===== config.mk =====
export PLATFORM = sky130hd
export DESIGN_NAME = rss_reset_seq
export DESIGN_NICKNAME = d
export VERILOG_FILES = /design/src/rss_pin_sync.v /design/src/rss_reset_seq.v
export VERILOG_INCLUDE_DIRS = /design/src
export SDC_FILE = /design/constraint.sdc
export NUM_CORES = 1
export LEC_CHECK = 0
export BUFFER_PORTS_ARGS = -buffer_cell sky130_fd_sc_hd__buf_4
export CAP_MARGIN = 30
export CORE_ASPECT_RATIO = 1.25
export CORE_UTILIZATION = 30
export DETAILED_ROUTE_END_ITERATION = 12
export SKIP_LAST_GASP = 1
export SYNTH_ARGS = -nofsm -noshare
export SYNTH_HDL_FRONTEND = slang
export SYNTH_SLANG_ARGS = --single-unit

===== constraint.sdc =====
create_clock -name sys_clk -period 2.5 [get_ports sys_clk]
set_input_delay 0.625 -clock sys_clk [delete_from_list [all_inputs] [get_ports sys_clk]]
set_output_delay 0.625 -clock sys_clk [all_outputs]
set_load 0.1 [all_outputs]

===== src/rss_defs.vh =====
`ifndef RSS_DEFS_VH
`define RSS_DEFS_VH
// clock rate in cycles per microsecond
`define RSS_CLK_PER_US 100
// register byte offsets
`define RSS_OFF_HARDWARE_CONFIG 32'h00000000
`define RSS_OFF_PMT 32'h00000004
`define RSS_OFF_E2P 32'h00000008
`define RSS_OFF_PHY_BCR 32'h0000000c
`define RSS_OFF_WAKE 32'h00000010
`define RSS_OFF_STAT 32'h00000014
// field positions
`define RSS_SOFT_RESET_BIT 0
`define RSS_READY_BIT 0
`define RSS_PHY_RST_BIT 10
`define RSS_PM_MODE_LO 12
`define RSS_PM_MODE_HI 13
`define RSS_E2P_BUSY_BIT 31
`define RSS_PHY_BCR_RST_BIT 15
// reset values
`define RSS_PM_MODE_RST 2'h0
// times in microseconds, as specified
`define RSS_POR_US 22000
`define RSS_SOFT_US 2
`define RSS_PHY_US 100
`define RSS_WAKE_US 2000
// hold after the pin is released, in cycles
`define RSS_HARD_HOLD 16
// axi responses
`define RSS_RESP_OKAY 2'h0
`define RSS_RESP_SLVERR 2'h2
`endif


===== src/rss_pin_sync.v =====
`timescale 1ns/1ns
// three-stage synchroniser with agreement filter for the reset pin
module rss_pin_sync (
  // clock and reset
  input wire sys_clk,
  input wire rst,
  // raw pin level and its clean copy
  input wire pin_in,
  output reg pin_out
);
  reg meta_reg; // first stage, read only by the second
  reg s2_reg; // second stage
  reg s3_reg; // third stage

  // stages reset high so an idle pin never looks asserted
  always @(posedge sys_clk) begin
    if (rst) begin
      meta_reg <= 1'b1;
      s2_reg <= 1'b1;
      s3_reg <= 1'b1;
      pin_out <= 1'b1;
    end else begin
      meta_reg <= pin_in;
      s2_reg <= meta_reg;
      s3_reg <= s2_reg;
      // change only once stages two and three agree
      if (s2_reg == s3_reg) begin
        pin_out <= s3_reg;
      end
    end
  end
endmodule


===== src/rss_reset_seq.v =====
// The AXI4-Lite interface to the registers and the address map were left to the implementer.
`timescale 1ns/1ns
`include "rss_defs.vh"
// Operation
// - accept five reset sources
// - power-on and pin reset hit everything
// - soft reset spares pll, phy, straps, kept regs
// - phy-only resets touch only the phy
// - probe eeprom after full/soft reset, busy set
// - power-on timer holds reset about 22 ms
// - ready reads 0 until power-on done
// - pin low resets; ready 0 until done
// - pin idles high, never resets unconnected
// - ready set within 2 ms of wake
// - soft bit self-clears after 2 us, ready
// - phy bit self-clears after about 100 us
// - phy control bit self-clears when done
module rss_reset_seq #(
  parameter integer POR_CYCLES = `RSS_POR_US * `RSS_CLK_PER_US,
  parameter integer PHY_CYCLES = `RSS_PHY_US * `RSS_CLK_PER_US,
  parameter integer WAKE_CYCLES = `RSS_WAKE_US * `RSS_CLK_PER_US
) (
  // clock and power-on reset
  input wire sys_clk,
  input wire rst,
  // hardware reset pin, active low
  input wire hard_reset_pin_n,
  // eeprom probe finished, one-cycle pulse
  input wire eeprom_done,
  // reset outputs to the circuitry
  output reg pll_reset,
  output reg host_bus_reset,
  output reg kept_regs_reset,
  output reg mac_if_reset,
  output reg mac_reset,
  output reg phy_reset,
  output reg eeprom_reload,
  output reg strap_latch,
  // axi4-lite write address
  input wire [31:0] s_axi_awaddr,
  input wire s_axi_awvalid,
  output reg s_axi_awready,
  // axi4-lite write data
  input wire [31:0] s_axi_wdata,
  input wire [3:0] s_axi_wstrb,
  input wire s_axi_wvalid,
  output reg s_axi_wready,
  // axi4-lite write response
  output reg [1:0] s_axi_bresp,
  output reg s_axi_bvalid,
  input wire s_axi_bready,
  // axi4-lite read address
  input wire [31:0] s_axi_araddr,
  input wire s_axi_arvalid,
  output reg s_axi_arready,
  // axi4-lite read data
  output reg [31:0] s_axi_rdata,
  output reg [1:0] s_axi_rresp,
  output reg s_axi_rvalid,
  input wire s_axi_rready
);
  localparam integer SOFT_CYCLES = `RSS_SOFT_US * `RSS_CLK_PER_US;
  // sequencer states
  localparam [2:0] ST_POR = 3'h0;
  localparam [2:0] ST_HARD = 3'h1;
  localparam [2:0] ST_SOFT = 3'h2;
  localparam [2:0] ST_RUN = 3'h3;
  localparam [2:0] ST_SLEEP = 3'h4;
  localparam [2:0] ST_WAKE = 3'h5;
  // register indices from decode
  localparam [2:0] RG_NONE = 3'h0;
  localparam [2:0] RG_HW = 3'h1;
  localparam [2:0] RG_PMT = 3'h2;
  localparam [2:0] RG_E2P = 3'h3;
  localparam [2:0] RG_BCR = 3'h4;
  localparam [2:0] RG_WAKE = 3'h5;
  localparam [2:0] RG_STAT = 3'h6;

  // address decode, shared by read and write paths
  function [2:0] rss_decode;
    input [31:0] addr;
    begin
      if (addr == `RSS_OFF_HARDWARE_CONFIG) begin
        rss_decode = RG_HW;
      end else if (addr == `RSS_OFF_PMT) begin
        rss_decode = RG_PMT;
      end else if (addr == `RSS_OFF_E2P) begin
        rss_decode = RG_E2P;
      end else if (addr == `RSS_OFF_PHY_BCR) begin
        rss_decode = RG_BCR;
      end else if (addr == `RSS_OFF_WAKE) begin
        rss_decode = RG_WAKE;
      end else if (addr == `RSS_OFF_STAT) begin
        rss_decode = RG_STAT;
      end else begin
        rss_decode = RG_NONE;
      end
    end
  endfunction

  wire pin_n_clean; // filtered pin level
  reg [2:0] state_reg; // sequencer state
  reg [2:0] state_next;
  reg [31:0] cnt_reg; // sequencer timer
  reg [31:0] cnt_next;
  reg ready_reg; // ready flag shown to the host
  reg [1:0] pm_mode_reg; // requested power mode
  reg e2p_busy_reg; // eeprom probe in progress
  reg phy_pmt_busy_reg; // phy reset from power control bit
  reg phy_bcr_busy_reg; // phy reset from phy control bit
  reg [31:0] phy_cnt_reg; // phy reset timer
  reg [31:0] aw_addr_reg; // held write address
  reg aw_full_reg; // write address held
  reg [31:0] w_data_reg; // held write data
  reg [3:0] w_strb_reg; // held write strobes
  reg w_full_reg; // write data held
  wire wr_fire; // both halves present, response free
  wire [2:0] wr_sel; // decoded write target
  wire wr_ok; // writes allowed only while ready
  wire soft_req; // soft reset requested
  wire sleep_req; // power mode change requested
  wire wake_req; // wake register written
  wire phy_pmt_req; // phy reset via power control
  wire phy_bcr_req; // phy reset via phy control
  wire full_done; // power-on or pin reset finishing
  wire soft_done; // soft reset finishing
  wire in_full; // power-on or pin reset in progress

  // pin filter; stages reset high, acting as the internal pull-up
  rss_pin_sync u_pin_sync (
    .sys_clk(sys_clk),
    .rst(rst),
    .pin_in(hard_reset_pin_n),
    .pin_out(pin_n_clean)
  );

  // write channel decode; writes other than wake ignored while not ready
  assign wr_fire = aw_full_reg & w_full_reg & ~s_axi_bvalid;
  assign wr_sel = rss_decode(aw_addr_reg);
  assign wr_ok = wr_fire & ready_reg & (state_reg == ST_RUN);
  assign soft_req = wr_ok & (wr_sel == RG_HW) & w_strb_reg[0] &
    w_data_reg[`RSS_SOFT_RESET_BIT];
  assign phy_pmt_req = wr_ok & (wr_sel == RG_PMT) & w_strb_reg[1] &
    w_data_reg[`RSS_PHY_RST_BIT];
  assign sleep_req = wr_ok & (wr_sel == RG_PMT) & w_strb_reg[1] &
    (w_data_reg[`RSS_PM_MODE_HI:`RSS_PM_MODE_LO] != 2'h0);
  assign phy_bcr_req = wr_ok & (wr_sel == RG_BCR) & w_strb_reg[1] &
    w_data_reg[`RSS_PHY_BCR_RST_BIT];
  // any data to the wake register wakes, even without ready
  assign wake_req = wr_fire & (wr_sel == RG_WAKE) & (state_reg == ST_SLEEP);
  assign in_full = (state_reg == ST_POR) | (state_reg == ST_HARD);

  // sequencer next state; a low pin overrides every other source
  always @* begin
    state_next = state_reg;
    cnt_next = cnt_reg + 32'h1;
    if (!pin_n_clean) begin
      // hold while the pin is low, timing restarts on release
      state_next = ST_HARD;
      cnt_next = 32'h0;
    end else begin
      case (state_reg)
        ST_POR: begin
          if (cnt_reg >= POR_CYCLES - 1) begin
            state_next = ST_RUN;
          end
        end
        ST_HARD: begin
          // released only after the filtered pin has stayed high
          if (cnt_reg >= `RSS_HARD_HOLD - 1) begin
            state_next = ST_RUN;
          end
        end
        ST_SOFT: begin
          if (cnt_reg >= SOFT_CYCLES - 1) begin
            state_next = ST_RUN;
          end
        end
        ST_RUN: begin
          cnt_next = 32'h0;
          if (soft_req) begin
            state_next = ST_SOFT;
          end else if (sleep_req) begin
            state_next = ST_SLEEP;
          end
        end
        ST_SLEEP: begin
          cnt_next = 32'h0;
          if (wake_req) begin
            state_next = ST_WAKE;
          end
        end
        ST_WAKE: begin
          // fixed delay no longer than the promised bound
          if (cnt_reg >= WAKE_CYCLES - 1) begin
            state_next = ST_RUN;
          end
        end
        default: begin
          state_next = ST_POR;
          cnt_next = 32'h0;
        end
      endcase
    end
    if (state_next != state_reg) begin
      cnt_next = 32'h0;
    end
  end

  assign full_done = in_full & (state_next == ST_RUN);
  assign soft_done = (state_reg == ST_SOFT) & (state_next == ST_RUN);

  // sequencer state, ready flag and power mode
  always @(posedge sys_clk) begin
    if (rst) begin
      // power-on starts here and owns the timer
      state_reg <= ST_POR;
      cnt_reg <= 32'h0;
      ready_reg <= 1'b0;
      pm_mode_reg <= `RSS_PM_MODE_RST;
    end else begin
      state_reg <= state_next;
      cnt_reg <= cnt_next;
      // ready only in run; cleared by power-on, pin and soft resets and by sleep, kept through phy-only resets
      ready_reg <= (state_next == ST_RUN);
      if (sleep_req) begin
        pm_mode_reg <= w_data_reg[`RSS_PM_MODE_HI:`RSS_PM_MODE_LO];
      end else if (state_next != ST_SLEEP) begin
        // any wake or reset returns the mode field to normal
        pm_mode_reg <= `RSS_PM_MODE_RST;
      end
    end
  end

  // phy-only resets; a full reset also clears them
  always @(posedge sys_clk) begin
    if (rst) begin
      phy_pmt_busy_reg <= 1'b0;
      phy_bcr_busy_reg <= 1'b0;
      phy_cnt_reg <= 32'h0;
    end else if (in_full) begin
      phy_pmt_busy_reg <= 1'b0;
      phy_bcr_busy_reg <= 1'b0;
      phy_cnt_reg <= 32'h0;
    end else begin
      if (phy_pmt_req | phy_bcr_req) begin
        // a second request restarts the timer rather than stacking
        phy_cnt_reg <= 32'h0;
        if (phy_pmt_req) begin
          phy_pmt_busy_reg <= 1'b1;
        end
        if (phy_bcr_req) begin
          phy_bcr_busy_reg <= 1'b1;
        end
      end else if (phy_pmt_busy_reg | phy_bcr_busy_reg) begin
        if (phy_cnt_reg >= PHY_CYCLES - 1) begin
          phy_pmt_busy_reg <= 1'b0;
          phy_bcr_busy_reg <= 1'b0;
          phy_cnt_reg <= 32'h0;
        end else begin
          phy_cnt_reg <= phy_cnt_reg + 32'h1;
        end
      end
    end
  end

  // eeprom busy flag; a new probe wins over a done in the same cycle
  always @(posedge sys_clk) begin
    if (rst) begin
      e2p_busy_reg <= 1'b0;
    end else if (full_done | soft_done) begin
      e2p_busy_reg <= 1'b1;
    end else if (eeprom_done | in_full) begin
      e2p_busy_reg <= 1'b0;
    end
  end

  // reset routing, registered so every output is a flip-flop
  always @(posedge sys_clk) begin
    if (rst) begin
      pll_reset <= 1'b1;
      host_bus_reset <= 1'b1;
      kept_regs_reset <= 1'b1;
      mac_if_reset <= 1'b1;
      mac_reset <= 1'b1;
      phy_reset <= 1'b1;
      eeprom_reload <= 1'b0;
      strap_latch <= 1'b0;
    end else begin
      // pll and kept registers only see power-on and pin resets
      pll_reset <= (state_next == ST_POR) | (state_next == ST_HARD);
      kept_regs_reset <= (state_next == ST_POR) |
        (state_next == ST_HARD);
      // bus, mac layer and mac also follow soft reset
      host_bus_reset <= (state_next == ST_POR) | (state_next == ST_HARD) |
        (state_next == ST_SOFT);
      mac_if_reset <= (state_next == ST_POR) | (state_next == ST_HARD) |
        (state_next == ST_SOFT);
      mac_reset <= (state_next == ST_POR) | (state_next == ST_HARD) |
        (state_next == ST_SOFT);
      // phy follows full resets and its own two sources only
      phy_reset <= (state_next == ST_POR) | (state_next == ST_HARD) |
        phy_pmt_busy_reg | phy_bcr_busy_reg | phy_pmt_req |
        phy_bcr_req;
      // reload after full and soft resets, straps after full only
      eeprom_reload <= full_done | soft_done;
      strap_latch <= full_done;
    end
  end

  // write address and data are taken independently
  always @(posedge sys_clk) begin
    if (rst) begin
      aw_full_reg <= 1'b0;
      w_full_reg <= 1'b0;
      aw_addr_reg <= 32'h0;
      w_data_reg <= 32'h0;
      w_strb_reg <= 4'h0;
      s_axi_awready <= 1'b0;
      s_axi_wready <= 1'b0;
      s_axi_bvalid <= 1'b0;
      s_axi_bresp <= `RSS_RESP_OKAY;
    end else begin
      if (s_axi_awvalid & s_axi_awready) begin
        aw_full_reg <= 1'b1;
        aw_addr_reg <= s_axi_awaddr;
      end
      if (s_axi_wvalid & s_axi_wready) begin
        w_full_reg <= 1'b1;
        w_data_reg <= s_axi_wdata;
        w_strb_reg <= s_axi_wstrb;
      end
      // ready drops when a half is held, returns after the response
      s_axi_awready <= ~(aw_full_reg | (s_axi_awvalid & s_axi_awready));
      s_axi_wready <= ~(w_full_reg | (s_axi_wvalid & s_axi_wready));
      if (wr_fire) begin
        aw_full_reg <= 1'b0;
        w_full_reg <= 1'b0;
        s_axi_awready <= 1'b0;
        s_axi_wready <= 1'b0;
        s_axi_bvalid <= 1'b1;
        // unmapped offsets answer slverr; gated writes still answer okay
        s_axi_bresp <= (wr_sel == RG_NONE) ? `RSS_RESP_SLVERR : `RSS_RESP_OKAY;
      end else if (s_axi_bvalid & s_axi_bready) begin
        s_axi_bvalid <= 1'b0;
      end
    end
  end

  // read channel: one read in flight, answer one cycle after the take
  always @(posedge sys_clk) begin
    if (rst) begin
      s_axi_arready <= 1'b0;
      s_axi_rvalid <= 1'b0;
      s_axi_rdata <= 32'h0;
      s_axi_rresp <= `RSS_RESP_OKAY;
    end else begin
      if (s_axi_arvalid & s_axi_arready) begin
        s_axi_arready <= 1'b0;
        s_axi_rvalid <= 1'b1;
        s_axi_rresp <= `RSS_RESP_OKAY;
        s_axi_rdata <= 32'h0;
        case (rss_decode(s_axi_araddr))
          RG_HW: begin
            // soft bit reads 1 until the soft reset ends
            s_axi_rdata[`RSS_SOFT_RESET_BIT] <= (state_reg == ST_SOFT);
          end
          RG_PMT: begin
            s_axi_rdata[`RSS_READY_BIT] <= ready_reg;
            s_axi_rdata[`RSS_PHY_RST_BIT] <= phy_pmt_busy_reg;
            s_axi_rdata[`RSS_PM_MODE_HI:`RSS_PM_MODE_LO] <= pm_mode_reg;
          end
          RG_E2P: begin
            s_axi_rdata[`RSS_E2P_BUSY_BIT] <= e2p_busy_reg;
          end
          RG_BCR: begin
            s_axi_rdata[`RSS_PHY_BCR_RST_BIT] <= phy_bcr_busy_reg;
          end
          RG_WAKE: begin
            s_axi_rdata <= 32'h0;
          end
          RG_STAT: begin
            s_axi_rdata[2:0] <= state_reg;
            s_axi_rdata[8] <= pll_reset;
            s_axi_rdata[9] <= host_bus_reset;
            s_axi_rdata[10] <= mac_reset;
            s_axi_rdata[11] <= phy_reset;
          end
          default: begin
            s_axi_rresp <= `RSS_RESP_SLVERR;
          end
        endcase
      end else if (s_axi_rvalid & s_axi_rready) begin
        s_axi_rvalid <= 1'b0;
        s_axi_arready <= 1'b1;
      end else if (!s_axi_rvalid) begin
        s_axi_arready <= 1'b1;
      end
    end
  end
endmodule


# Word level (Yosys, flattened, before mapping)
# Index checks and enable logic that the tools add are counted.
[totals]
reg_bits = 154
[classes]
n_bitwise = 41
eq_ne = 34
n_mux = 50
n_addsub = 2
magnitude_cmp = 5
reduce_logical = 21
[op_table]
columns = ["operator", "count"]
rows = [
  ["32-bit by 4-bit equality test with 1-bit output (second input constant)", 4],
  ["32-bit by 5-bit equality test with 1-bit output (second input constant)", 4],
  ["3-bit 2-to-1 mux", 22],
  ["32-bit by 1-bit adder with 32-bit output (second input constant)", 2],
  ["32-bit by 3-bit equality test with 1-bit output (second input constant)", 2],
  ["32-bit zero test", 2],
  ["32-bit by 14-bit >= comparator with 1-bit output (second input constant)", 1],
  ["32-bit by 18-bit >= comparator with 1-bit output (second input constant)", 1],
  ["32-bit by 22-bit >= comparator with 1-bit output (second input constant)", 1],
  ["32-bit by 4-bit >= comparator with 1-bit output (second input constant)", 1],
  ["32-bit by 8-bit >= comparator with 1-bit output (second input constant)", 1],
  ["32-bit 2-to-1 mux", 1],
  ["1-bit bitwise AND", 23],
  ["3-bit by 2-bit equality test with 1-bit output (second input constant)", 7],
  ["3-bit equality test (second input constant)", 7],
  ["3-bit case mux with 6 select lines", 1],
  ["1-bit 2-to-1 mux", 17],
  ["2-bit 2-to-1 mux", 7],
  ["2-bit nonzero test", 7],
  ["1-bit bitwise OR", 13],
  ["3-bit by 1-bit equality test with 1-bit output (second input constant)", 4],
  ["3-bit zero test", 3],
  ["4-bit OR reduction", 2],
  ["3-bit AND reduction", 2],
  ["other kinds (11)", 18],
]

# Logic depth before layout (Yosys ltp)
# Gate-level depths: netlist of run 1.
[logic_depth]
ltp_word = 21
mapped_depth = 9
ltp_nobuf = 8

# By module
# Synthesis of run 1 repeated with hierarchy kept, for this count alone.
[hier_totals]
hier_cells = 709
area_unflattened_um2 = 6072.1
[by_module_without_submodules]
columns = ["mod", "cells_per_inst", "instances", "seq_area_each_um2", "area_each_um2"]
rows = [
  ["rss_reset_seq", 699, 1, 2742.6, 5957.0],
  ["rss_pin_sync", 10, 1, 80.1, 115.1],
]

# Worst setup path after synthesis of run 1
# Ideal clock, no wire load.
[synth_timing]
path_kind = "register to register"
startpoint = "reg s_axi_bvalid"
endpoint = "reg cnt_reg[10]"
period_less_slack_ns = 2.506
setup_time_ns = 0.073
arrival_time_ns = 2.433
path_stages_with_launch = 9
path_slack_ns = -0.006
path_cell_list = "dfxtp_1 and3b_1 nand3_1 or4_4 o21ai_1 and3_4 a221o_1 buf_6 nor3_2"
[synth_via]
elab_chain_cells = 13
word_cells_on_any_way = 19
classes_between = "eq/ne: 1; mux: 5; bitwise: 12; reduce/logical: 1"
[synth_lines]
columns = ["item", "line", "source"]
rows = [
  ["start, declared", "rss_reset_seq.v:50", "output reg s_axi_bvalid,"],
  ["start signal, assigned", "rss_reset_seq.v:321", "s_axi_bvalid <= 1'b0;"],
  ["start signal, assigned", "rss_reset_seq.v:341", "s_axi_bvalid <= 1'b1;"],
  ["start signal, assigned", "rss_reset_seq.v:345", "s_axi_bvalid <= 1'b0;"],
  ["1-bit inverter (*)", "rss_reset_seq.v:138", "assign wr_fire = aw_full_reg & w_full_reg & ~s_axi_bvalid;"],
  ["1-bit bitwise AND (*)", "rss_reset_seq.v:138", ""],
  ["1-bit bitwise AND (2 in series)", "rss_reset_seq.v:140", "assign wr_ok = wr_fire & ready_reg & (state_reg == ST_RUN);"],
  ["1-bit bitwise AND (3 in series)", "rss_reset_seq.v:145", "assign sleep_req = wr_ok & (wr_sel == RG_PMT) & w_strb_reg[1] &"],
  ["3-bit 2-to-1 mux", "rss_reset_seq.v:183", "end else if (sleep_req) begin"],
  ["3-bit 2-to-1 mux", "rss_reset_seq.v:181", "if (soft_req) begin"],
  ["3-bit case mux with 6 select lines (*)", "rss_reset_seq.v:162", "case (state_reg)"],
  ["3-bit 2-to-1 mux (*)", "rss_reset_seq.v:157", "if (!pin_n_clean) begin"],
  ["3-bit inequality test (*)", "rss_reset_seq.v:205", "if (state_next != state_reg) begin"],
  ["4-bit OR reduction (no line) (*)", "-", ""],
  ["end signal, assigned", "rss_reset_seq.v:223", "cnt_reg <= cnt_next;"],
  ["end, declared", "rss_reset_seq.v:104", "reg [31:0] cnt_reg;"],
]
# Mark *: on every way between the ends. The rest lies on a longest branch, timed or not.
# A chain may end at the register's enable or synchronous reset.

# Worst setup path in the final report of run 1
[layout_timing]
startpoint = "reg aw_addr_reg[8]"
endpoint = "reg phy_reset"
[layout_via]
elab_chain_cells = 21
word_cells_on_any_way = 40
classes_between = "eq/ne: 10; mux: 11; bitwise: 17; reduce/logical: 2"
[layout_lines]
columns = ["item", "line", "source"]
rows = [
  ["start, declared", "rss_reset_seq.v:112", "reg [31:0] aw_addr_reg;"],
  ["start signal, assigned", "rss_reset_seq.v:326", "aw_addr_reg <= s_axi_awaddr;"],
  ["32-bit by 5-bit equality test with 1-bit output (no line)", "-", ""],
  ["3-bit 2-to-1 mux", "rss_reset_seq.v:93", "end else if (addr == `RSS_OFF_STAT) begin"],
  ["3-bit 2-to-1 mux", "rss_reset_seq.v:91", "end else if (addr == `RSS_OFF_WAKE) begin"],
  ["3-bit 2-to-1 mux", "rss_reset_seq.v:89", "end else if (addr == `RSS_OFF_PHY_BCR) begin"],
  ["3-bit 2-to-1 mux", "rss_reset_seq.v:87", "end else if (addr == `RSS_OFF_E2P) begin"],
  ["3-bit 2-to-1 mux", "rss_reset_seq.v:85", "end else if (addr == `RSS_OFF_PMT) begin"],
  ["3-bit 2-to-1 mux (*)", "rss_reset_seq.v:83", "if (addr == `RSS_OFF_HARDWARE_CONFIG) begin"],
  ["3-bit by 2-bit equality test with 1-bit output", "rss_reset_seq.v:143, rss_reset_seq.v:145", ""],
  ["[3 not listed]", "-", ""],
  ["3-bit 2-to-1 mux", "rss_reset_seq.v:183", ""],
  ["3-bit 2-to-1 mux", "rss_reset_seq.v:181", ""],
  ["3-bit case mux with 6 select lines", "rss_reset_seq.v:162", ""],
  ["3-bit 2-to-1 mux", "rss_reset_seq.v:157", ""],
  ["3-bit by 1-bit equality test with 1-bit output / 3-bit zero test (equally long branches)", "rss_reset_seq.v:302", "phy_reset <= (state_next == ST_POR) | (state_next == ST_HARD) |"],
  ["1-bit bitwise OR (2 in series)", "rss_reset_seq.v:302", ""],
  ["1-bit bitwise OR (2 in series)", "rss_reset_seq.v:303", "phy_pmt_busy_reg | phy_bcr_busy_reg | phy_pmt_req |"],
  ["1-bit bitwise OR (*)", "rss_reset_seq.v:303", ""],
  ["end signal, assigned", "rss_reset_seq.v:302", ""],
  ["end, declared", "rss_reset_seq.v:36", "output reg phy_reset,"],
]
# Marks and branches as above.

==> impl_metrics.py, run 1 <==
metrics = {
    "critical_path": {
        "worstSetupPathType": "flop to flop",
        "slowest_stage": "or4_4",
        "crit_path_end_kind": "flop",
        "cp_num_buf_inv": 0,
        "cp_cell_sequence": "nor4_2 -> nand2_1 -> or4_4 -> nor2_1 -> nor2_1 -> a31o_1 -> or4_1",
        "slowest_delay_ns": 0.57,
        "cp_top_family": "simple AND/OR/NAND/NOR gates",
        "startpoint_type": "flop",
        "crit_top_cell": "nor2_1",
        "cp.required_ns": 2.78,
        "crit_path_max_fanout": 4,
        "arrival_ns": 2.66,
    },
    "worst_hold_path": {
        "hp-class": "input pin to flop",
    },
    "global_route": {
        "grtUsageMet3_pct": 4.249,
        "grtUsageTotal_pct": 13.66,
        "grt_pass1_vias": 4788,
        "grt_pass1_wl_microns": 22870,
        "met1_usage_pct": 17.37,
        "antenna_found_initial": 0,
        "overflow": 0,
        "met2_usage_pct": 21.80,
        "busiest_layer": "met2",
        "grt_max_degree": 57,
    },
    "power_and_ir_drop": {
        "total_power_mw": 5.825,
        "p_per_area_nw_per_um2": 742.5,
        "p_leak_nw": 2.949,
        "irDropWorstVdd_uv": 486.9,
    },
    "route": {
        "totalWireLength_microns": 13740,
        "vias": 5156,
        "vias_per_cell": 4.633,
        "ant_nets": 0,
        "drtIter0Drc": 192,
        "wl_per_cell_microns": 12.35,
        "dr.pass1.iters": 4,
        "route.detailed.drc": 0,
    },
    "timing": {
        "fmax_mhz": 420.1,
        "setup_viol_count_final": 0,
        "clock-skew-final_ns": 0.007129,
        "relSlewSlack_pct": 61.47,
        "final_max_slew_viol_count": 0,
        "final.period_utilization_pct": 95.21,
        "worst_pin_slew_ns": 0.5780,
        "hold_violations": 0,
        "post-route-min-period_ns": 2.380,
    },
    "status": {
        "outcome": "finished clean",
    },
    "synthesis": {
        "yosys.area_share.simple_pct": 29.50,
        "ys_types": 59,
        "yosys.area.top_type_share_pct": 45.97,
        "ys_top_cells_by_area": "dfxtp_1 46%, nand2_1 6.8%, xor2_1 5.0%",
        "synthCells": 716,
        "ys_async_sr_fraction_pct": 0,
        "synthFlopType": "dfxtp_1",
        "syn_area_sq_um": 6141,
        "synth-compound-area-share_pct": 10.11,
        "yosysMostFrequentCell": "dfxtp_1",
        "synthMuxAreaShare_pct": 0.5297,
        "synth_edf_count": 0,
        "yosysTopAreaCell": "dfxtp_1",
        "synth-xor-area-share_pct": 7.274,
        "post_synth.cell_area_avg_sq_um": 8.577,
        "yosysSeqAreaShare_pct": 45.97,
        "synthTopCellsByCount": "141 x dfxtp_1, 112 x nand2_1, 74 x nor2_1",
        "synth_top_family_by_area": "simple AND/OR/NAND/NOR gates",
        "ys_ff_latch": 141,
        "yosys.area_share.adder_pct": 0.4075,
        "yosysWarnings": 0,
    },
    "layout": {
        "final_cells": 1113,
        "layout-drive-gt1-share_pct": 22.78,
        "antennaDiodeCount": 0,
        "multi_input_area_sq_um": 3100,
        "fillCellCount": 2078,
        "area_growth_pct": 27.75,
        "final_area_sq_um": 7845,
        "nNetsFinal": 941,
        "regArea_sq_um": 2824,
    },
    "placement": {
        "placed_cells": 1080,
        "io_buffers": 105,
        "placed_area_sq_um": 7202,
        "place_hpwl_microns": 10010,
        "gp_congestion": 0.7694,
    },
    "floorplan": {
        "die_area_sq_um": 21050,
        "fp-row-count": 58,
        "core_sq_um": 20100,
        "die-width_microns": 130.0,
        "ios": 158,
        "start_util_pct": 30.55,
        "fp.dieH_microns": 162.0,
    },
    "clocking": {
        "insertion_delay_ns": 0.41,
        "cts_root_buf": "clkbuf_16",
        "h-tree-depth": 4,
        "ctsHoldBuffers": 0,
        "cts_sinks": 141,
        "cts_tree": "done",
        "clkSlewWorstSetupHoldPaths_ns": 0.06,
        "clock_path_buffers": 2,
        "cts_made_buffers": 17,
    },
    "job": {
        "drv_cap": 0,
    },
}
## cell families (layout without fill, tap and decap cells)
family,after synthesis,in the layout
flops,141,141
xor+xnor,51,51
fa+ha+maj,2,2
buf+inv,68,163
simple gates,351,351
compound gates,99,99
other cells,1,33
mux,3,3
## layer usage
layer	up-vias	wire, microns
li1	2669	-
met1	2355	6404
met2	119	6528
met3	13	688
met4	0	119
met5	-	0
## through the flow
stage          hold slack [ns]  util, %  worst slack [ns]    TNS [ns]
2_1_floorplan           0.3895        -            0.2132           0
6_report                0.4018    39.03            0.1197           0
3_3_place_gp            0.3948    35.83            0.1020           0
3_5_place_dp            0.3945    35.83           0.07850           0
4_1_cts                 0.3808    38.79           0.05719           0
5_1_grt                 0.3889    39.03        -0.0005409  -0.0005409
## worst register-to-register path: stages, from the launching register on
cell and delay, ns:
dfxtp_1 0.32, nor4_2 0.28, nand2_1 0.15, or4_4 0.57, nor2_1 0.13, nor2_1 0.07, a31o_1 0.26, or4_1 0.48
## final timing paths
| path | startpoint | endpoint | slack, ns | cells past startpoint |
|---|---|---|---|---|
| setup / recovery | aw_addr_reg[8] | phy_reset | 0.12 | 7 |
| hold / removal | hard_reset_pin_n | u_pin_sync.meta_reg | 0.40 | 2 |
| setup reg to reg | aw_addr_reg[8] | phy_reset | 0.12 | 7 |
| hold reg to reg | u_pin_sync.meta_reg | u_pin_sync.s2_reg | 0.41 | 1 |
## cell usage in the layout (no fill, tap or decap), drive strengths merged, types with 5 or more instances in the layout
cell type and count:
nand2 112, conb 33, nor2 74, nand4 13
and2 5, buf 122, xnor2 16, dfxtp 141
clkbuf 20, xor2 35, nor4 28, nand3 33
and3 13, a22oi 8, nor2b 5, inv 13
a21oi 55, o21ai 8, nor3 38
## area by class of cell
type,count,share of cell area (%)
repair buffers,122,12.15
multi-input cells,539,39.52
inverters,9,0.4306
well taps,270,4.306
flip-flops and latches,141,36.00
clock inverters,12,2.026
clock buffers,20,5.566
## where the power goes
part           internal [mW]  leakage, nW  switching, mW
clock network           1.58        0.286          0.969
registers               2.33         1.15         0.0668
logic                  0.251         1.51          0.633
## timing repair
item	CTS	global route
endpoints found under the setup margin	0	25
endpoints found under the hold margin	0	0
gates resized for setup	0	6
setup buffers	0	1
Power figures use the tool's default switching activity.
==> inputs of run 2 (changes only) <==
Settings changed: CTS_CLUSTER_SIZE set to 16, GPL_ROUTABILITY_DRIVEN set to 1, PLACE_DENSITY set to 0.5.
==> run 2 against run 1 <==
  * Global-route usage increased by 0.59 points
  * Register-to-register slack hardly changed
  * Count of clock-buffer cells in the layout shrank 1
  * Largest cell class unchanged
  * Cell area is 0.35% higher
  * Highest routed layer unchanged
  * Wire length is 4.6% higher
  * First-iteration DRC count rose by 11%
  * Sequential share of layout area decreased by 0.13 points
  * Via count grew 0.31%
  * Clock skew increased by 0.0036 ns
  * Power increased by 0.14%
  * Die area is the same
==> impl_metrics.py, run 2 (synthesis gave the netlist of run 1 again) <==
metrics = {
    "critical_path": {
        "reg2reg_slack_ns": 0.13,
        "crit_path_max_fanout": 10,
        "r2r_start": "cnt_reg[0]",
        "cp_cell_sequence": "ha_1 -> and4_4 -> a2111oi_2 -> o211ai_1 -> o21ai_0 -> nand3_1 -> a221o_1 -> buf_4 -> nor3b_1",
        "r2r_end": "cnt_reg[4]",
        "crit_path_end_kind": "flop",
        "cp_top_family": "compound AO/OA/AOI/OAI gates",
        "slowest_delay_ns": 0.36,
        "arrival_ns": 2.71,
        "slowest_stage": "a2111oi_2",
        "cp.required_ns": 2.84,
        "ff2ff_path_depth": 9,
        "worstSetupPathType": "flop to flop",
        "startpoint_type": "flop",
        "cp_num_buf_inv": 1,
    },
    "floorplan": {
        "fp.dieH_microns": 162.0,
        "core_sq_um": 20100,
        "fp-row-count": 58,
        "ios": 158,
        "die_area_sq_um": 21050,
        "start_util_pct": 30.55,
        "die-width_microns": 130.0,
    },
    "clocking": {
        "cts_made_buffers": 17,
        "h-tree-depth": 4,
        "clock_path_buffers": 2,
        "clkSlewWorstSetupHoldPaths_ns": 0.06,
        "cts_tree": "done",
        "cts_root_buf": "clkbuf_16",
        "insertion_delay_ns": 0.43,
        "ctsHoldBuffers": 0,
        "cts_sinks": 141,
    },
    "timing": {
        "setup_viol_count_final": 0,
        "relSlewSlack_pct": 59.63,
        "clock-skew-final_ns": 0.01075,
        "final.period_utilization_pct": 94.68,
        "post-route-min-period_ns": 2.367,
        "hold_violations": 0,
        "final_max_slew_viol_count": 0,
        "worst_pin_slew_ns": 0.6000,
        "fmax_mhz": 422.5,
        "setup_ws_ns": 0.1331,
    },
    "placement": {
        "dp_slack_ns": 0.08878,
        "io_buffers": 105,
        "placed_cells": 1086,
        "gp_congestion": 0.7516,
        "place_hpwl_microns": 10380,
    },
    "power_and_ir_drop": {
        "p_leak_nw": 2.978,
        "p_per_area_nw_per_um2": 741.0,
        "total_power_mw": 5.833,
        "irDropWorstVdd_uv": 443.8,
    },
    "route": {
        "drtIter0Drc": 213,
        "wl_per_cell_microns": 12.86,
        "route.detailed.drc": 0,
        "vias": 5172,
        "totalWireLength_microns": 14380,
        "dr.pass1.iters": 4,
        "ant_nets": 0,
        "vias_per_cell": 4.626,
    },
    "layout": {
        "layout-drive-gt1-share_pct": 23.70,
        "final_common_cell": "dfxtp_1",
        "final_cells": 1118,
        "area_growth_pct": 28.20,
        "nNetsFinal": 946,
        "layout_common_cells": "140 x dfxtp_1, 125 x buf_4, 111 x nand2_1",
        "antennaDiodeCount": 0,
        "finish.utilization_pct": 39.16,
    },
    "global_route": {
        "antenna_found_initial": 0,
        "grt_max_degree": 39,
        "grt_pass1_wl_microns": 23540,
        "grtUsageTotal_pct": 14.25,
        "overflow": 0,
        "grt_pass1_vias": 4797,
    },
    "worst_hold_path": {
        "min_from": "hard_reset_pin_n",
        "min_to": "u_pin_sync.meta_reg",
        "min_path_cells": 2,
        "hp-class": "input pin to flop",
    },
    "status": {
        "outcome": "finished clean",
    },
    "job": {
        "drv_cap": 0,
    },
}
-- run 2: worst max-delay path by stage --
stage / to / from / slack, ns / cells past startpoint
floorplan: phy_reset / s_axi_bvalid / 0.21 / 7
global placement: cnt_reg[4] / cnt_reg[0] / 0.12 / 10
detailed placement: phy_reset / aw_addr_reg[8] / 0.09 / 7
CTS: cnt_reg[4] / aw_addr_reg[8] / 0.07 / 8
global route: cnt_reg[2] / cnt_reg[0] / -0.02 / 9
finish: cnt_reg[4] / cnt_reg[0] / 0.13 / 9
-- run 2: what timing repair did --
item / in CTS / in global routing
resized for setup: 0 / 8
endpoints found under the setup margin: 0 / 27
buffers inserted: 0 / 0
-- run 2: layout make-up --
cell class,count,area [sq um]
Timing Repair Buffer,127,978.4
Tap cell,270,337.8
Sequential cell,141,2824
Inverter,9,33.78
Multi-Input combinational cell,539,3104
Clock buffer,19,442.9
Fill cell,2099,12230
Clock inverter,13,151.4
-- run 2: metrics by stage --
step	TNS, ns	hold slack (ns)	cell area (sq um)
4_1_cts	0	0.3732	7829
3_3_place_gp	0	0.3938	7234
5_1_grt	-0.02823	0.3860	7873
2_1_floorplan	0	0.3895	6262
6_report	0	0.3906	7873
3_5_place_dp	0	0.3933	7234
-- run 2: per-layer routing --
layer | GRT usage [%] | part of all wire [%] | vias to the layer above
met3 | 4.018 | 4.9 | 24
met1 | 18.18 | 47 | 2355
met5 | 0 | 0 | -
met4 | 5.761 | 2.1 | 0
met2 | 22.46 | 46 | 124
li1 | - | - | 2669
-- run 2: report_power, final --
group          switching (mW)  internal, mW  leakage, nW
registers              0.0659          2.33         1.15
logic                   0.638         0.253         1.53
clock network            1.03          1.52        0.295
total                    1.74          4.10         2.98
==> inputs of run 3 (changes only) <==
Settings changed: CELL_PAD_IN_SITES_DETAIL_PLACEMENT set to 0, CELL_PAD_IN_SITES_GLOBAL_PLACEMENT set to 1, CORE_MARGIN set to 2, PLACE_DENSITY 0.5 to 0.64.
==> run 3 against run 2 <==
  * Die area up 2.8%
  * Utilization is 0.14 points higher
  * First-iteration DRC count shrank 14%
  * Cell count rose by 0.27%
  * Count of clock-buffer cells in the layout stayed put
  * Sequential power is essentially flat
  * Power fell by 1.1%
  * Clock skew decreased by 0.00083 ns
  * Wire length up 3.7%
==> impl_metrics.py, run 3 (synthesis gave the netlist of run 1 again) <==
metrics = {
    "status": {
        "outcome": "finished clean",
    },
    "layout": {
        "regArea_sq_um": 2824,
        "multi_input_area_sq_um": 3108,
        "layout-drive-gt1-share_pct": 23.97,
        "final_area_sq_um": 7901,
        "nNetsFinal": 949,
        "antennaDiodeCount": 0,
        "finish.utilization_pct": 39.31,
        "layout_common_cells": "140 x dfxtp_1, 127 x buf_4, 112 x nand2_1",
        "area_growth_pct": 28.67,
        "final_common_cell": "dfxtp_1",
        "fillCellCount": 2115,
        "final_cells": 1121,
    },
    "timing": {
        "hold_violations": 0,
        "worst_pin_slew_ns": 0.6385,
        "fmax_mhz": 414.9,
        "setup_viol_count_final": 0,
        "whs_ns": 0.4016,
        "final_max_slew_viol_count": 0,
        "relSlewSlack_pct": 57.44,
        "setup_ws_ns": 0.09000,
        "final.period_utilization_pct": 96.40,
        "post-route-min-period_ns": 2.410,
        "clock-skew-final_ns": 0.009920,
    },
    "placement": {
        "dp_slack_ns": 0.1141,
        "place_hpwl_microns": 10830,
        "placed_cells": 1089,
        "io_buffers": 105,
        "placed_area_sq_um": 7269,
        "gp_congestion": 0.7545,
    },
    "power_and_ir_drop": {
        "p_leak_nw": 2.985,
        "p_per_area_nw_per_um2": 730.0,
        "irDropWorstVdd_uv": 445.9,
    },
    "clocking": {
        "cts_tree": "done",
        "cts_sinks": 141,
        "cts_setup_buffers": 0,
        "clock_path_buffers": 2,
        "clkSlewWorstSetupHoldPaths_ns": 0.06,
        "cts_root_buf": "clkbuf_16",
        "h-tree-depth": 4,
        "cts_made_buffers": 17,
        "insertion_delay_ns": 0.42,
    },
    "route": {
        "drtIter0Drc": 184,
        "wl_per_cell_microns": 13.31,
        "dr.pass1.iters": 5,
        "vias": 5198,
        "ant_nets": 0,
        "route.detailed.drc": 0,
        "totalWireLength_microns": 14920,
        "vias_per_cell": 4.637,
    },
    "global_route": {
        "antenna_found_initial": 0,
        "grtUsageTotal_pct": 14.08,
        "grt_pass1_vias": 5025,
        "grt_max_degree": 61,
        "grt_pass1_wl_microns": 24640,
        "overflow": 0,
    },
    "critical_path": {
        "cp_num_buf_inv": 1,
        "startpoint_type": "flop",
        "reg2reg_slack_ns": 0.09,
        "arrival_ns": 2.69,
        "slowest_stage": "or4_4",
        "cp_top_family": "simple AND/OR/NAND/NOR gates",
        "cp_cell_sequence": "nor4_2 -> buf_4 -> nand3_1 -> or4_4 -> nor2_2 -> nor2_1 -> a31o_1 -> or4_1",
        "crit_path_max_fanout": 4,
        "crit_path_end_kind": "flop",
        "cp.required_ns": 2.78,
        "slowest_delay_ns": 0.59,
        "worstSetupPathType": "flop to flop",
    },
    "floorplan": {
        "die_area_sq_um": 21640,
        "ios": 158,
        "die-width_microns": 132.0,
        "core_sq_um": 20100,
        "start_util_pct": 30.55,
        "fp-row-count": 58,
        "fp.dieH_microns": 164.0,
    },
    "job": {
        "drv_cap": 0,
    },
    "worst_hold_path": {
        "hp-class": "input pin to flop",
    },
}
[run 3: power by group]
group | total, mW | switching, mW | internal, mW
Combinational | 0.904 | 0.644 | 0.260
Clock | 2.48 | 0.977 | 1.50
Sequential | 2.39 | 0.0625 | 2.33
Total | 5.77 | 1.68 | 4.08
[run 3: worst paths after layout]
kind | startpoint | to | cells after the start
worst max register to register | aw_addr_reg[22] | phy_reset | 8
worst min register to register | u_pin_sync.meta_reg | u_pin_sync.s2_reg | 1
worst max-delay path | aw_addr_reg[22] | phy_reset | 8
worst min-delay path | hard_reset_pin_n | u_pin_sync.meta_reg | 2
[run 3: area by class of cell]
| class | instances | area share (%) |
|---|---|---|
| tap | 270 | 4.276 |
| timing repair buffer | 130 | 12.83 |
| inverter | 9 | 0.4276 |
| clock buffer | 19 | 5.606 |
| multi-input combinational | 539 | 39.33 |
| clock inverter | 13 | 1.789 |
| sequential | 141 | 35.74 |
[run 3: worst reg2reg max path, stage by stage, from the launching register on]
cell and delay (ns):
dfxtp_1 0.32, nor4_2 0.25, buf_4 0.15, nand3_1 0.12, or4_4 0.59, nor2_2 0.12
nor2_1 0.06, a31o_1 0.21, or4_1 0.46
[run 3: layer usage]
layer  up-vias  track usage (%)  share of wire, %
met4         0            4.545               1.4
li1       2680                -                 -
met2       116            23.56                49
met5         -                0                 0
met1      2389            17.24                45
met3        13            4.475               5.4
[run 3: through the flow]
stage | setup TNS, ns | total power, mW
2_1_floorplan | 0 | 3.102
3_5_place_dp | 0 | 3.337
6_report | 0 | 5.768
4_1_cts | 0 | 5.853
5_1_grt | -0.001724 | 6.017
3_3_place_gp | 0 | 3.336
[run 3: repair_timing]
action	CTS	global route
hold buffers	0	0
resized for setup	0	8
setup endpoints to repair	0	23
